$ cat src/gdct_consts.svh
// Register indices, field positions, reset values and timing counts
`ifndef GDCT_CONSTS_SVH
`define GDCT_CONSTS_SVH

// Register indices; byte address is four times the index
`define GDCT_IDX_HIGH 10'h0f0
`define GDCT_IDX_LOW 10'h0f1
`define GDCT_IDX_PSC 10'h0f2
`define GDCT_IDX_CTRL 10'h0f3
`define GDCT_IDX_AUX 10'h0f4

// Control byte fields
`define GDCT_RUN 7
`define GDCT_SC 6
`define GDCT_INMD_HI 5
`define GDCT_INMD_LO 4
`define GDCT_INPUT_ENABLE_BIT 3
`define GDCT_INTERRUPT_SOURCE_SELECT 2
`define GDCT_OUT_HI 1
`define GDCT_OUT_LO 0

// Auxiliary byte: event counter mode counts the oscillator clock
`define GDCT_AUX_OSC 0

// Reset values
`define GDCT_RST_BYTE 8'hff
`define GDCT_RST_CNT 16'hffff
`define GDCT_RST_CTRL 8'h14
`define GDCT_RST_AUX 8'h00

// Internal clock divided by 4: terminal count of the divider
`define GDCT_INT_DIV_LAST 2'h3
// Oscillator-derived clock divide ratio minus one
`define GDCT_OSC_DIV_LAST 4'h7

`endif

$ cat src/gdct_pkg.sv
// Types shared by the general down counter timer
`default_nettype none
package gdct_pkg;
    // Order matches the two input mode select bits
    typedef enum logic [1:0] {
        GDCT_EVENT,
        GDCT_GATED,
        GDCT_TRIG,
        GDCT_RETRIG
    } gdct_mode_t;
endpackage
`default_nettype wire

$ cat src/gdct_timer.sv
// General 16-bit down counter timer with 8-bit prescaler, APB slave
//
// Summary of operation
// 16-bit down counter fed by 8-bit prescaler, single or continuous.
// Prescaler clock: internal clock / 4, oscillator clock, or event pin.
// End of count is the counter underflowing from zero.
// Each end of count can request an external interrupt channel.
// Control bit 7 runs the counter from next cycle; clearing stops it.
// Restart resumes held value, or loads constant written while stopped.
// Constant writes apply at next end of count; prescaler immediately.
// Counter bytes and prescaler reset to all ones.
// Bit 6 single mode: end of count stops, reloads, clears run bit.
// Continuous mode reloads at end of count and keeps counting.
// Single/continuous bit writable any time, together with run bit.
// Input disabled: internal clock / 4 counts, event pin ignored.
// Event counter mode: each falling event edge is one count clock.
// Source spaces falling event edges at least eight clock periods.
// Gated mode counts internal clock / 4 only while event pin high.
// Triggerable mode starts on falling edge after run bit set.
// Retriggerable mode: falling edge restarts from loaded constants.
// Retriggerable mode ignores falling edges while run bit clear.
// Output mode 00 drives the timer output pin high.
// Square wave mode toggles the output pin at end of count.
// PWM mode copies low output mode bit to pin at end of count.
// Control bit 2 set routes external pin to channel, else timer.
// Constant kept apart from live count; reads return live count.
// Event input synchronised, falling edges found from synced samples.
`default_nettype none
`include "gdct_consts.svh"

module gdct_timer (
    input wire logic mclk,
    input wire logic rst,
    input wire logic psel,
    input wire logic penable,
    input wire logic pwrite,
    input wire logic [11:0] paddr,
    input wire logic [31:0] pwdata,
    output var logic [31:0] prdata,
    output var logic pready,
    output var logic pslverr,
    input wire logic eventIn,
    input wire logic oscClkIn,
    input wire logic extIntIn,
    output var logic timerOut,
    output var logic intChannel
);
    logic [7:0] ctrl_ff;
    logic [7:0] aux_ff;
    logic [7:0] psc_ff;
    logic [7:0] pscCnt_ff;
    logic [15:0] cnt_ff;
    logic [15:0] reload_ff;
    logic [1:0] div4_ff;
    logic [3:0] oscDiv_ff;
    logic evS1_ff;
    logic evS2_ff;
    logic evS3_ff;
    logic oscS1_ff;
    logic oscS2_ff;
    logic oscS3_ff;
    logic extS1_ff;
    logic extS2_ff;
    logic armed_ff;
    logic pendLoad_ff;
    logic wrEn;
    logic rdSetup;
    logic selHigh;
    logic selLow;
    logic selPsc;
    logic selCtrl;
    logic selAux;
    logic mapped;
    logic runBit;
    logic inputEn;
    logic startEvt;
    logic intTick;
    logic oscTick;
    logic evFall;
    logic tick;
    logic cntEn;
    logic restart;
    logic reloadNow;
    logic eoc;
    gdct_pkg::gdct_mode_t mode;

    // APB decode; every access completes with one wait-free access phase
    assign selHigh = paddr[11:2] == `GDCT_IDX_HIGH;
    assign selLow = paddr[11:2] == `GDCT_IDX_LOW;
    assign selPsc = paddr[11:2] == `GDCT_IDX_PSC;
    assign selCtrl = paddr[11:2] == `GDCT_IDX_CTRL;
    assign selAux = paddr[11:2] == `GDCT_IDX_AUX;
    assign mapped = selHigh | selLow | selPsc | selCtrl | selAux;
    assign wrEn = psel & penable & pready & pwrite & mapped;
    assign rdSetup = psel & ~penable & ~pwrite;

    assign runBit = ctrl_ff[`GDCT_RUN];
    assign inputEn = ctrl_ff[`GDCT_INPUT_ENABLE_BIT];
    assign mode = gdct_pkg::gdct_mode_t'(
        {ctrl_ff[`GDCT_INMD_HI], ctrl_ff[`GDCT_INMD_LO]});
    assign startEvt = wrEn & selCtrl & pwdata[`GDCT_RUN] & ~runBit;

    always_ff @(posedge mclk or posedge rst)
    begin
        if (rst)
        begin
            pready <= 1'b0;
            pslverr <= 1'b0;
        end
        else
        begin
            pready <= psel & ~penable;
            pslverr <= psel & ~penable & ~mapped;
        end
    end

    // Reads show live count and programmed prescaler
    always_ff @(posedge mclk or posedge rst)
    begin
        if (rst)
            prdata <= 32'h0;
        else if (rdSetup)
        begin
            prdata <= 32'h0;
            if (selHigh)
                prdata[7:0] <= cnt_ff[15:8];
            if (selLow)
                prdata[7:0] <= cnt_ff[7:0];
            if (selPsc)
                prdata[7:0] <= psc_ff;
            if (selCtrl)
                prdata[7:0] <= ctrl_ff;
            if (selAux)
                prdata[7:0] <= aux_ff;
        end
    end

    // Software write wins over the single-mode self clear of the run bit
    always_ff @(posedge mclk or posedge rst)
    begin
        if (rst)
            ctrl_ff <= `GDCT_RST_CTRL;
        else if (wrEn && selCtrl)
            ctrl_ff <= pwdata[7:0];
        else if (eoc && ctrl_ff[`GDCT_SC])
            ctrl_ff[`GDCT_RUN] <= 1'b0;
    end

    always_ff @(posedge mclk or posedge rst)
    begin
        if (rst)
            aux_ff <= `GDCT_RST_AUX;
        else if (wrEn && selAux)
            aux_ff <= pwdata[7:0];
    end

    // Constant register, separate from the live count
    always_ff @(posedge mclk or posedge rst)
    begin
        if (rst)
        begin
            reload_ff <= `GDCT_RST_CNT;
            psc_ff <= `GDCT_RST_BYTE;
        end
        else if (wrEn)
        begin
            if (selHigh)
                reload_ff[15:8] <= pwdata[7:0];
            if (selLow)
                reload_ff[7:0] <= pwdata[7:0];
            if (selPsc)
                psc_ff <= pwdata[7:0];
        end
    end

    // New constant written while stopped is loaded on restart
    always_ff @(posedge mclk or posedge rst)
    begin
        if (rst)
            pendLoad_ff <= 1'b0;
        else if (startEvt)
            pendLoad_ff <= 1'b0;
        else if (wrEn && (selHigh || selLow) && !runBit)
            pendLoad_ff <= 1'b1;
    end

    // Synchronisers; first stage feeds only the second
    always_ff @(posedge mclk or posedge rst)
    begin
        if (rst)
        begin
            evS1_ff <= 1'b1;
            evS2_ff <= 1'b1;
            evS3_ff <= 1'b1;
            oscS1_ff <= 1'b0;
            oscS2_ff <= 1'b0;
            oscS3_ff <= 1'b0;
            extS1_ff <= 1'b0;
            extS2_ff <= 1'b0;
        end
        else
        begin
            evS1_ff <= eventIn;
            evS2_ff <= evS1_ff;
            evS3_ff <= evS2_ff;
            oscS1_ff <= oscClkIn;
            oscS2_ff <= oscS1_ff;
            oscS3_ff <= oscS2_ff;
            extS1_ff <= extIntIn;
            extS2_ff <= extS1_ff;
        end
    end
    assign evFall = evS3_ff & ~evS2_ff;

    // Free-running divide by 4 of the internal clock
    always_ff @(posedge mclk or posedge rst)
    begin
        if (rst)
            div4_ff <= 2'h0;
        else
            div4_ff <= div4_ff + 2'h1;
    end
    assign intTick = div4_ff == `GDCT_INT_DIV_LAST;

    // Oscillator-derived clock, divided after synchronising its edges
    always_ff @(posedge mclk or posedge rst)
    begin
        if (rst)
            oscDiv_ff <= 4'h0;
        else if (oscS2_ff && !oscS3_ff)
        begin
            if (oscDiv_ff == `GDCT_OSC_DIV_LAST)
                oscDiv_ff <= 4'h0;
            else
                oscDiv_ff <= oscDiv_ff + 4'h1;
        end
    end
    assign oscTick = oscS2_ff & ~oscS3_ff
        & (oscDiv_ff == `GDCT_OSC_DIV_LAST);

    always_comb
    begin
        tick = intTick;
        if (inputEn)
        begin
            case (mode)
                gdct_pkg::GDCT_EVENT:
                    tick = aux_ff[`GDCT_AUX_OSC] ? oscTick
                        : evFall;
                gdct_pkg::GDCT_GATED:
                    tick = intTick & evS2_ff;
                default:
                    tick = intTick;
            endcase
        end
    end

    // Triggerable mode waits for a falling edge after the run bit
    always_ff @(posedge mclk or posedge rst)
    begin
        if (rst)
            armed_ff <= 1'b0;
        else if (!runBit || !inputEn || mode != gdct_pkg::GDCT_TRIG)
            armed_ff <= 1'b0;
        else if (evFall)
            armed_ff <= 1'b1;
    end

    assign cntEn = runBit
        & (~inputEn | mode != gdct_pkg::GDCT_TRIG | armed_ff);
    assign restart = inputEn & mode == gdct_pkg::GDCT_RETRIG
        & runBit & evFall;
    assign reloadNow = (startEvt & pendLoad_ff) | restart;
    assign eoc = cntEn & tick & ~reloadNow
        & pscCnt_ff == 8'h0 & cnt_ff == 16'h0;

    // Prescaler write takes effect at once, even while running
    always_ff @(posedge mclk or posedge rst)
    begin
        if (rst)
            pscCnt_ff <= `GDCT_RST_BYTE;
        else if (wrEn && selPsc)
            pscCnt_ff <= pwdata[7:0];
        else if (reloadNow)
            pscCnt_ff <= psc_ff;
        else if (cntEn && tick)
        begin
            if (pscCnt_ff == 8'h0)
                pscCnt_ff <= psc_ff;
            else
                pscCnt_ff <= pscCnt_ff - 8'h1;
        end
    end

    // Live count; constant enters only at end of count or restart
    always_ff @(posedge mclk or posedge rst)
    begin
        if (rst)
            cnt_ff <= `GDCT_RST_CNT;
        else if (reloadNow)
            cnt_ff <= reload_ff;
        else if (cntEn && tick && pscCnt_ff == 8'h0)
        begin
            if (cnt_ff == 16'h0)
                cnt_ff <= reload_ff;
            else
                cnt_ff <= cnt_ff - 16'h1;
        end
    end

    always_ff @(posedge mclk or posedge rst)
    begin
        if (rst)
            timerOut <= 1'b1;
        else if (!ctrl_ff[`GDCT_OUT_HI] && !ctrl_ff[`GDCT_OUT_LO])
            timerOut <= 1'b1;
        else if (eoc && !ctrl_ff[`GDCT_OUT_HI])
            timerOut <= ~timerOut;
        else if (eoc)
            timerOut <= ctrl_ff[`GDCT_OUT_LO];
    end

    // Selection change may glitch the channel; software masks it first
    always_ff @(posedge mclk or posedge rst)
    begin
        if (rst)
            intChannel <= 1'b0;
        else if (ctrl_ff[`GDCT_INTERRUPT_SOURCE_SELECT])
            intChannel <= extS2_ff;
        else
            intChannel <= eoc;
    end
endmodule
`default_nettype wire

$ cat config.mk
export PLATFORM = sky130hd
export DESIGN_NAME = gdct_timer
export DESIGN_NICKNAME = d
export VERILOG_FILES = /design/src/gdct_pkg.sv /design/src/gdct_timer.sv
export VERILOG_INCLUDE_DIRS = /design/src
export SDC_FILE = /design/constraint.sdc
export NUM_CORES = 1
export LEC_CHECK = 0
export ABC_AREA = 1
export BUFFER_PORTS_ARGS = -buffer_cell sky130_fd_sc_hd__buf_2
export CAP_MARGIN = 40
export CORE_ASPECT_RATIO = 1.75
export CORE_UTILIZATION = 57
export DETAILED_ROUTE_END_ITERATION = 7
export HOLD_SLACK_MARGIN = 0.05
export PLACE_DENSITY = 0.79
export SLEW_MARGIN = 20
export SYNTH_ARGS = -nofsm -noshare
export SYNTH_HDL_FRONTEND = slang
export SYNTH_SLANG_ARGS = --single-unit
export TNS_END_PERCENT = 5
$ cat constraint.sdc
create_clock -name mclk -period 3 [get_ports mclk]
set_input_delay 0.45 -clock mclk [delete_from_list [all_inputs] [get_ports mclk]]
set_output_delay 0.45 -clock mclk [all_outputs]
set_load 0.02 [all_outputs]
==> impl_metrics.ini, run 1 <==
[critical_path]
r2r-end = cnt_ff[9]
worstPathRequired_ps = 3290
startpoint_type = flop
arrival_ps = 2650
cp_max_fo = 17
crit_start = pscCnt_ff[0]
critical_path_class = flop to flop
regToRegSetupSlack_ps = 640
end_kind = flop
endpoint = cnt_ff[9]
ff2ff_path_depth = 11
reg2reg_from = pscCnt_ff[0]

[clock_tree]
numCtsBuffers = 9
hold_buffers = 0
cts_tree = yes
cts_resized = 0
clockRootBuffer = clkbuf_16
cts-htree-levels = 3
clockBufferDepth = 2
path_clk_slew_ps = 70
clk_latency_ps = 350
post_cts_buffers = 0
clock-sinks = 92

[worst_hold_path]
worstHoldPathType = primary input to flop

[timing]
finalHoldViolCount = 0
fin_tns_setup_ps = 0
maxSlewHeadroom_pct = 50.30
tightest_slew_ps = 744.6
fin_crit_ps = 2356
rsz0062_at_grt = no
clock_skew_ps = 7.615
setup_viol = 0
fin_crit_sh_pct = 78.52
timing.fmax_mhz = 424.5
drv_slew = 0

[floorplanning]
rows = 45
core_sq_um = 8727
start_util_pct = 59.20
die_h_um = 127.9
dieArea_sq_um = 9463
io-pin-count = 88
die_w_um = 73.97

[final_layout]
nFillCells = 777
layout_commonest_cell = nand2_1
instances_no_fill = 844
final_cell_area_sq_um = 5668
n_antenna_cell = 0
synthToLayoutAreaGrowth_pct = 9.712
final_cell_mix = nand2_1, inv_1, o21ai_0, dfstp_2, nor2_1
nets = 780
drive_gt1_share_pct = 16.92

[status]
outcome = finished, final reports clean

[yosys]
ys_ff_latch = 92
netlist_area_sq_um = 5166
syn-instance-count = 683
avgSynthCellArea_sq_um = 7.564
synth_cell_types = 33
yosysWarnings = 0
synth_seq_area_share_pct = 45.87

[route]
wirelength_mm = 12.73
vias = 4532
drtAntennaViolNets = 0
wire_per_inst_um = 15.08
via_per_inst = 5.370
drt-initial-drc-count = 343
dr.pass1.iters = 5
drc = 0

[pwr]
vdd.ir_drop.worst_mv = 0.2964
p_per_area_nw_per_um2 = 459.3
p_leak_nw = 2.971

[place]
hpwlAfterDp_mm = 9.653
io_buffers = 37
gp_congestion = 0.9567
placed_area_sq_um = 5371
dpl.cell_count = 828

[global_routing]
grt_overflow = 0
grt_pass1_wl_mm = 20.31
grt_util_all_layers_pct = 28.96
grt_pass1_vias = 4426
antenna_found_initial = 0
grt_max_degree = 51

[flow_run]
drv_cap = 0
==> worst max-delay path, cell delays in order (launching register included) <==
cell and delay, ps:
dfstp_2 560, inv_1 60, ha_1 190, inv_1 50
nor3_1 40, nand2_1 230, nor2_1 160, nor2_4 390
clkinv_2 350, nand2_1 150, nand2_1 50, nand2_1 60
==> cell families (layout without fill, tap and decap cells) <==
family,Yosys count,count (layout),share of synthesized area (%)
simple gates,348,348,29.09
buf+inv,141,162,12.47
flops,92,92,45.87
compound gates,79,79,8.331
xor+xnor,16,16,2.713
fa+ha+maj,6,6,1.453
other cells,1,24,0.07259
==> power by group <==
group / switching [mW] / total [mW] / leakage, nW / internal (mW)
sequential: 0.0204 / 1.30 / 1.05 / 1.28
clock: 0.524 / 1.13 / 0.148 / 0.608
combinational: 0.127 / 0.172 / 1.77 / 0.0454
total: 0.671 / 2.60 / 2.97 / 1.93
==> stage by stage <==
step,hold WS [ps],setup WS [ps],power (mW),util [%]
4_1_cts,189.8,642.2,2.621,64.95
2_1_floorplan,331.2,247.4,1.453,-
3_5_place_dp,334.7,624.6,1.492,61.55
6_report,193.7,644.4,2.603,64.95
5_1_grt,185.9,443.8,2.690,64.95
3_3_place_gp,332.1,665.6,1.482,61.55
==> state kept, by name, summed over array words and instances, names as in the netlist, 2 cells and up <==
register	count
prdata	8
ctrl_ff	8
oscDiv_ff	4
aux_ff	8
div4_ff	2
cnt_ff	16
reload_ff	16
pscCnt_ff	8
psc_ff	8
==> synth_stat cells <==
cell type    n  area, sq um
inv_1      104        390.4
nand4_1     17        106.4
buf_4       25        187.7
nor2_1      46        172.7
a211oi_1     2        15.01
nand3_4      1        17.52
clkbuf_1     6        22.52
o22ai_1      2        12.51
nand2_1    223        837.1
nor4_1       2        12.51
buf_6        1        11.26
nand2_4      2        22.52
o221ai_1     3        26.28
xnor2_1      2        17.52
ha_1         6        75.07
a21oi_1      8        40.04
dfstp_2     54         1419
buf_8        1        15.01
conb_1       1        3.750
nor2_4       5        56.30
nand4_4      1        21.27
nor3_1      10        50.05
dfrtp_1     38        950.9
xor2_1      14        122.6
buf_2        1        5.000
o21bai_1     2        15.01
inv_2        2        7.510
o211ai_1     3        22.52
nand3_1     40        200.2
o21ai_0     58        290.3
o22a_1       1        8.760
nand2_2      1        6.260
clkinv_2     1        5.000
==> worst min path at each step <==
stage                     cells after the start  slack (ps)  startpoint       end
after floorplan                               0         330    extS1_ff  extS2_ff
after global placement                        0         330    extS1_ff  extS2_ff
after detailed placement                      0         330    extS1_ff  extS2_ff
after CTS                                     1         190     eventIn   evS1_ff
after global routing                          1         190     eventIn   evS1_ff
final                                         1         190     eventIn   evS1_ff
==> final cells by class <==
type                            count  area (sq um)  area share, %
Multi-Input combinational cell    473          2238          39.49
Inverter                          107         404.1          7.130
Sequential cell                    92          2370          41.81
Tap cell                          117         146.4          2.583
Timing Repair Buffer               39         212.7          3.753
Clock buffer                       10         239.0          4.216
Clock inverter                      6         57.56          1.015
==> metal layers <==
layer | wire length, um | up-vias | track usage (%) | share of wire (%)
met1 | 4871 | 2142 | 32.13 | 38
met2 | 6666 | 159 | 49.52 | 52
met4 | 623 | 0 | 17.76 | 4.9
li1 | - | 2182 | - | -
met5 | 0 | - | 0 | 0
met3 | 567 | 49 | 5.660 | 4.5
No activity file was read; power rests on OpenSTA's default activity.
==> inputs of run 2 (changes only) <==
--- a/config.mk
+++ b/config.mk
@@ -10,10 +10,10 @@
 export BUFFER_PORTS_ARGS = -buffer_cell sky130_fd_sc_hd__buf_2
 export CAP_MARGIN = 40
 export CORE_ASPECT_RATIO = 1.75
-export CORE_UTILIZATION = 57
+export CORE_UTILIZATION = 51
 export DETAILED_ROUTE_END_ITERATION = 7
 export HOLD_SLACK_MARGIN = 0.05
-export PLACE_DENSITY = 0.79
+export PLACE_DENSITY = 0.74
 export SLEW_MARGIN = 20
 export SYNTH_ARGS = -nofsm -noshare
 export SYNTH_HDL_FRONTEND = slang
==> constraint.sdc (replaced) <==
create_clock -name mclk -period 1.9 [get_ports mclk]
set_input_delay 0.285 -clock mclk [delete_from_list [all_inputs] [get_ports mclk]]
set_output_delay 0.285 -clock mclk [all_outputs]
set_load 0.02 [all_outputs]
==> run 2 against run 1 <==
  * Cell count increased by 3.9%
  * Clock skew decreased by 2.4 ps
  * Register-to-register slack got worse by 590 ps
  * Sequential power increased by 58%
  * Utilization down 4.5 points
  * Global-route usage decreased by 2.6 points
  * Non-clock buffer count up 25
  * Flip-flop and latch count unchanged
  * Clock power is 73% higher
  * Power grew 67%
  * Critical endpoint is now ctrl_ff[7]
  * Largest cell class unchanged
  * Highest routed layer unchanged
==> impl_metrics.ini, run 2 (same netlist as run 1, synthesis figures left out) <==
[final_layout]
multi_input_area_sq_um = 2263
final_cell_area_sq_um = 5951
n_antenna_cell = 0
drive_gt1_share_pct = 20.21
layout_commonest_cell = nand2_1
nFillCells = 898
reg_top3 = cnt_ff: 16 flops, reload_ff: 16 flops
synthToLayoutAreaGrowth_pct = 15.19
nets = 805
instances_no_fill = 877
seq_area_sq_um = 2370
final_cell_mix = nand2_1, inv_1, o21ai_0, dfstp_2, nor2_1

[place]
post-place-ws_ps = 20.09
hpwlAfterDp_mm = 9.743
dpl.cell_count = 855
placed_area_sq_um = 5539
gp_congestion = 0.9478
io_buffers = 37

[timing]
finalHoldViolCount = 0
timing.fmax_mhz = 541.0
fin_tns_setup_ps = 0
rsz0062_at_grt = yes
setup_viol = 0
maxSlewHeadroom_pct = 65.58
drv_slew = 0
clock_skew_ps = 5.235
layout_setup_ws_ps = 51.45
tightest_slew_ps = 516.3
fin_crit_sh_pct = 97.29
fin_crit_ps = 1849

[route]
via_per_inst = 5.299
wirelength_mm = 13.08
drtAntennaViolNets = 0
drt-initial-drc-count = 408
wire_per_inst_um = 14.91
vias = 4647
drc = 0
dr.pass1.iters = 6

[global_routing]
grt_overflow = 0
grt_pass1_wl_mm = 21.27
antenna_found_initial = 0
grt_pass1_vias = 4468
grt_util_all_layers_pct = 26.38
grt_max_degree = 93

[pwr]
internal-power_mw = 3.262
p_per_area_nw_per_um2 = 729.2
p_switching_mw = 1.078
p_comb_share_pct = 7.8
pwr-share-seq_pct = 47.2
clock_power_share_pct = 45.0
finalPower_mw = 4.340
p_leak_nw = 3.117
vdd.ir_drop.worst_mv = 0.4572
switching_share_pct = 24.84

[floorplanning]
start_util_pct = 52.45
io-pin-count = 88
die_h_um = 135.1
dieArea_sq_um = 10550
core_sq_um = 9849
rows = 48
die_w_um = 78.08

[flow_run]
drv_cap = 0

[critical_path]
crit_chain = nor3_1 -> nand4_1 -> nor3_2 -> buf_4 -> nand2_1 -> nor2_2 -> nand2_1 -> nand3_1 -> nand2_1
critical_path_class = flop to flop
cp_max_fo = 3
crit_path_top_delay_cell = dfstp_2
arrival_ps = 2080
crit_top_cell = nand2_1
startpoint_type = flop
max_stage_delay_ps = 380
end_kind = flop
worstPathRequired_ps = 2130

[clock_tree]
clockRootBuffer = clkbuf_16
clk_latency_ps = 340
cts-htree-levels = 3
numCtsBuffers = 9
clock-sinks = 92
path_clk_slew_ps = 70
cts_tree = yes
clockBufferDepth = 2

[worst_hold_path]
worstHoldPathType = primary input to async pin

[status]
outcome = finished, final reports clean
## run 2: cell types whose count changed in the layout (fill, tap and decap cells not counted), moves of 2 or more
cell	previous run	this run
nor2_2	0	3
clkinv_4	0	2
nand3_1	40	38
buf_4	1	21
clkinv_2	2	0
nor2_1	46	43
nand3_2	0	2
dlygate4sd3_1	0	3
## run 2: worst paths after layout
| path | depth (start not counted) | to | start | slack [ps] |
|---|---|---|---|---|
| min in group mclk | 2 | pslverr | penable | 130 |
| max in group asynchronous | 3 | timerOut | rst | 1420 |
| worst max register to register | 9 | ctrl_ff[7] | cnt_ff[14] | 50 |
| worst min register to register | 0 | oscS2_ff | oscS1_ff | 350 |
| worst min-delay path | 3 | oscDiv_ff[3] | rst | 60 |
| worst max-delay path | 9 | ctrl_ff[7] | cnt_ff[14] | 50 |
## run 2: per-stage QoR
step	utilization (%)	hold slack (ps)
after global routing	60.42	128.5
final	60.42	64.03
after CTS	59.88	90.93
after floorplan	-	289.5
after detailed placement	56.24	336.3
after global placement	56.24	331.8
## run 2: routing by layer
| layer | up-vias | global-route usage [%] | share of wire, % |
|---|---|---|---|
| met4 | 0 | 16.26 | 5.4 |
| met3 | 61 | 3.300 | 5.4 |
| met1 | 2139 | 28.50 | 36 |
| li1 | 2225 | - | - |
| met2 | 222 | 48.10 | 53 |
| met5 | - | 0 | 0 |
## run 2: critical path: cells and delay by family, from the launching register on
kind,cells,cell delay [ps]
flops,1,380
simple gates,8,1180
buf+inv,1,170
## run 2: cell type report
cell class / count / share of cell area (%)
sequential: 92 / 39.82
multi-input combinational: 473 / 38.04
timing repair buffer: 64 / 7.128
inverter: 107 / 6.897
clock buffer: 10 / 4.205
tap: 125 / 2.628
clock inverter: 6 / 1.283
## run 2: power groups by stage
stage                     Sequential [mW]  Combinational (mW)  Clock (mW)
after global placement               2.08               0.291           0
after detailed placement             2.08               0.305           0
final                                2.05               0.340        1.95
after CTS                            2.05               0.311        1.97
after global routing                 2.05               0.381        2.05
after floorplan                      2.08               0.213           0
## run 2: what timing repair did
| action | in CTS | in global routing |
|---|---|---|
| setup endpoints to repair | 1 | 27 |
| pin swaps | 0 | 1 |
| hold buffers | 3 | 0 |
| buffers inserted | 0 | 3 |
| gates resized for setup | 1 | 9 |
| endpoints found under the hold margin | 3 | 0 |
==> inputs of run 3 (changes only) <==
==> constraint.sdc (replaced) <==
create_clock -name mclk -period 1.5 [get_ports mclk]
set_input_delay 0.225 -clock mclk [delete_from_list [all_inputs] [get_ports mclk]]
set_output_delay 0.225 -clock mclk [all_outputs]
set_load 0.02 [all_outputs]
==> run 3 against run 2 <==
  * The flow now finishes with violations (setup timing)
  * Routed wire length up 12%
  * Fmax rose by 10%
  * Clock power is 10% higher
  * Non-clock buffer count increased by 84
  * First-iteration DRC count shrank 2.5%
  * Power rose by 21%
  * Die area unchanged
  * Worst setup slack lost 230 ps
  * Sequential share of layout area down 4.3 points
==> impl_metrics.ini, run 3 (same netlist as run 1, synthesis figures left out) <==
[floorplanning]
start_util_pct = 52.45
rows = 48
io-pin-count = 88
die_w_um = 78.08
dieArea_sq_um = 10550
core_sq_um = 9849
die_h_um = 135.1

[timing]
whs_ps = 107.8
fin_crit_ps = 1675
timing.fmax_mhz = 597.0
clock_skew_ps = 7.166
drv_slew = 0
setup_viol = 27
fin_crit_sh_pct = 111.7
finalHoldViolCount = 0
layout_setup_ws_ps = -174.9
rsz0062_at_grt = yes

[final_layout]
nets = 889
final_cell_area_sq_um = 6676
reg_top3 = cnt_ff: 16 flops, reload_ff: 16 flops
post-route-util_pct = 67.78
multi_input_area_sq_um = 2364
nFillCells = 800
seq_area_sq_um = 2370
instances_no_fill = 961
layout_commonest_cell = nand2_1
synthToLayoutAreaGrowth_pct = 29.23
n_antenna_cell = 0
final_cell_mix = nand2_1, inv_1, buf_4, dfstp_2, o21ai_0
drive_gt1_share_pct = 31.22

[route]
routed-wl-met3_um = 645
vias = 4935
wl_met2_mm = 7.757
drt-initial-drc-count = 398
top_layer_used = met4
wirelength_mm = 14.61
wire_per_inst_um = 15.21
drtAntennaViolNets = 0
dr.pass1.iters = 5
met1_length_mm = 5.355
via_per_inst = 5.135
drc = 0

[critical_path]
cp_max_fo = 6
crit_chain = ha_2 -> nand2_2 -> nor2_2 -> nand2_1 -> nand2_1 -> nand2_1 -> nand2_1 -> nand2_2 -> buf_4 -> nand4_1 -> buf_4 -> nand2_1 -> nand2_1
crit_start = oscDiv_ff[0]
worstPathRequired_ps = 1780
cp_top_family = simple AND/OR/NAND/NOR gates
reg2reg_from = oscDiv_ff[0]
arrival_ps = 1950
startpoint_type = flop
timing.critical_path.buf_inv = 2
crit_top_cell = nand2_1
crit_path_top_delay_cell = dfrtp_1
end_kind = flop
critical_path_class = flop to flop
max_stage_delay_ps = 390

[global_routing]
grt_util_all_layers_pct = 29.38
grt_max_degree = 33
grt_pass1_wl_mm = 23.62
grt_pass1_vias = 5032
grt_overflow = 0
antenna_found_initial = 0

[clock_tree]
clockBufferDepth = 2
clock-sinks = 92
cts-htree-levels = 3
path_clk_slew_ps = 70
clk_latency_ps = 350
clockRootBuffer = clkbuf_16
numCtsBuffers = 9
cts_tree = yes

[worst_hold_path]
worstHoldPathType = primary input to flop
hp-start = pwdata[0]

[pwr]
pwr-share-seq_pct = 49.7
vdd.ir_drop.worst_mv = 0.6601
p_per_area_nw_per_um2 = 783.5
switching_share_pct = 25.64
p_leak_nw = 3.497
finalPower_mw = 5.231
p_comb_share_pct = 9.3
clock_power_share_pct = 41.1
p_switching_mw = 1.341
internal-power_mw = 3.890

[place]
dpl.cell_count = 937
gp_congestion = 0.9253
io_buffers = 37
placed_area_sq_um = 6180
hpwlAfterDp_mm = 11.15

[flow_run]
drv_cap = 0

[status]
violations = setup timing
outcome = complete, but fails checks
[run 3: area by class of cell]
type	instances	area share (%)
Inverter	107	6.184
Clock buffer	10	3.430
Sequential cell	92	35.49
Multi-Input combinational cell	473	35.40
Tap cell	125	2.343
Timing Repair Buffer	148	16.44
Clock inverter	6	0.7121
[run 3: what timing repair did]
item | CTS | global route
endpoints found under the hold margin | 8 | 0
setup endpoints to repair | 30 | 41
pin swaps | 5 | 3
hold buffers | 4 | 0
resized for setup | 25 | 29
setup buffers | 0 | 4
[run 3: final timing paths]
kind / end / slack (ps) / cells after the start
worst max-delay path: pscCnt_ff[7] / -170 / 13
worst min-delay path: ctrl_ff[0] / 110 / 3
worst max register to register: pscCnt_ff[7] / -170 / 13
worst min register to register: extS2_ff / 350 / 0
max in group asynchronous: psc_ff[2] / 450 / 4
min in group asynchronous: armed_ff / 460 / 3
[run 3: per-stage QoR]
step	TNS, ps	worst slack, ps
2_1_floorplan	-4264	-266.6
3_3_place_gp	-7829	-287.3
3_5_place_dp	-10440	-324.0
4_1_cts	-3499	-203.1
5_1_grt	-8001	-368.9
6_report	-3837	-174.9
[run 3: tightest hold or removal path: stages]
cell and delay, ps:
buf_2 80, nand2_1 40, o21ai_0 60
[run 3: routing by layer]
| metal | up-vias | global-route usage (%) |
|---|---|---|
| li1 | 2395 | - |
| met5 | - | 0 |
| met3 | 67 | 4.646 |
| met1 | 2289 | 31.61 |
| met4 | 0 | 18.21 |
| met2 | 184 | 52.97 |
[run 3: power by group through the flow]
stage	clock, mW	sequential (mW)	combinational [mW]
6_report	2.15	2.60	0.484
4_1_cts	2.18	2.59	0.465
3_5_place_dp	0	2.63	0.455
5_1_grt	2.27	2.61	0.532
2_1_floorplan	0	2.64	0.270
3_3_place_gp	0	2.63	0.438
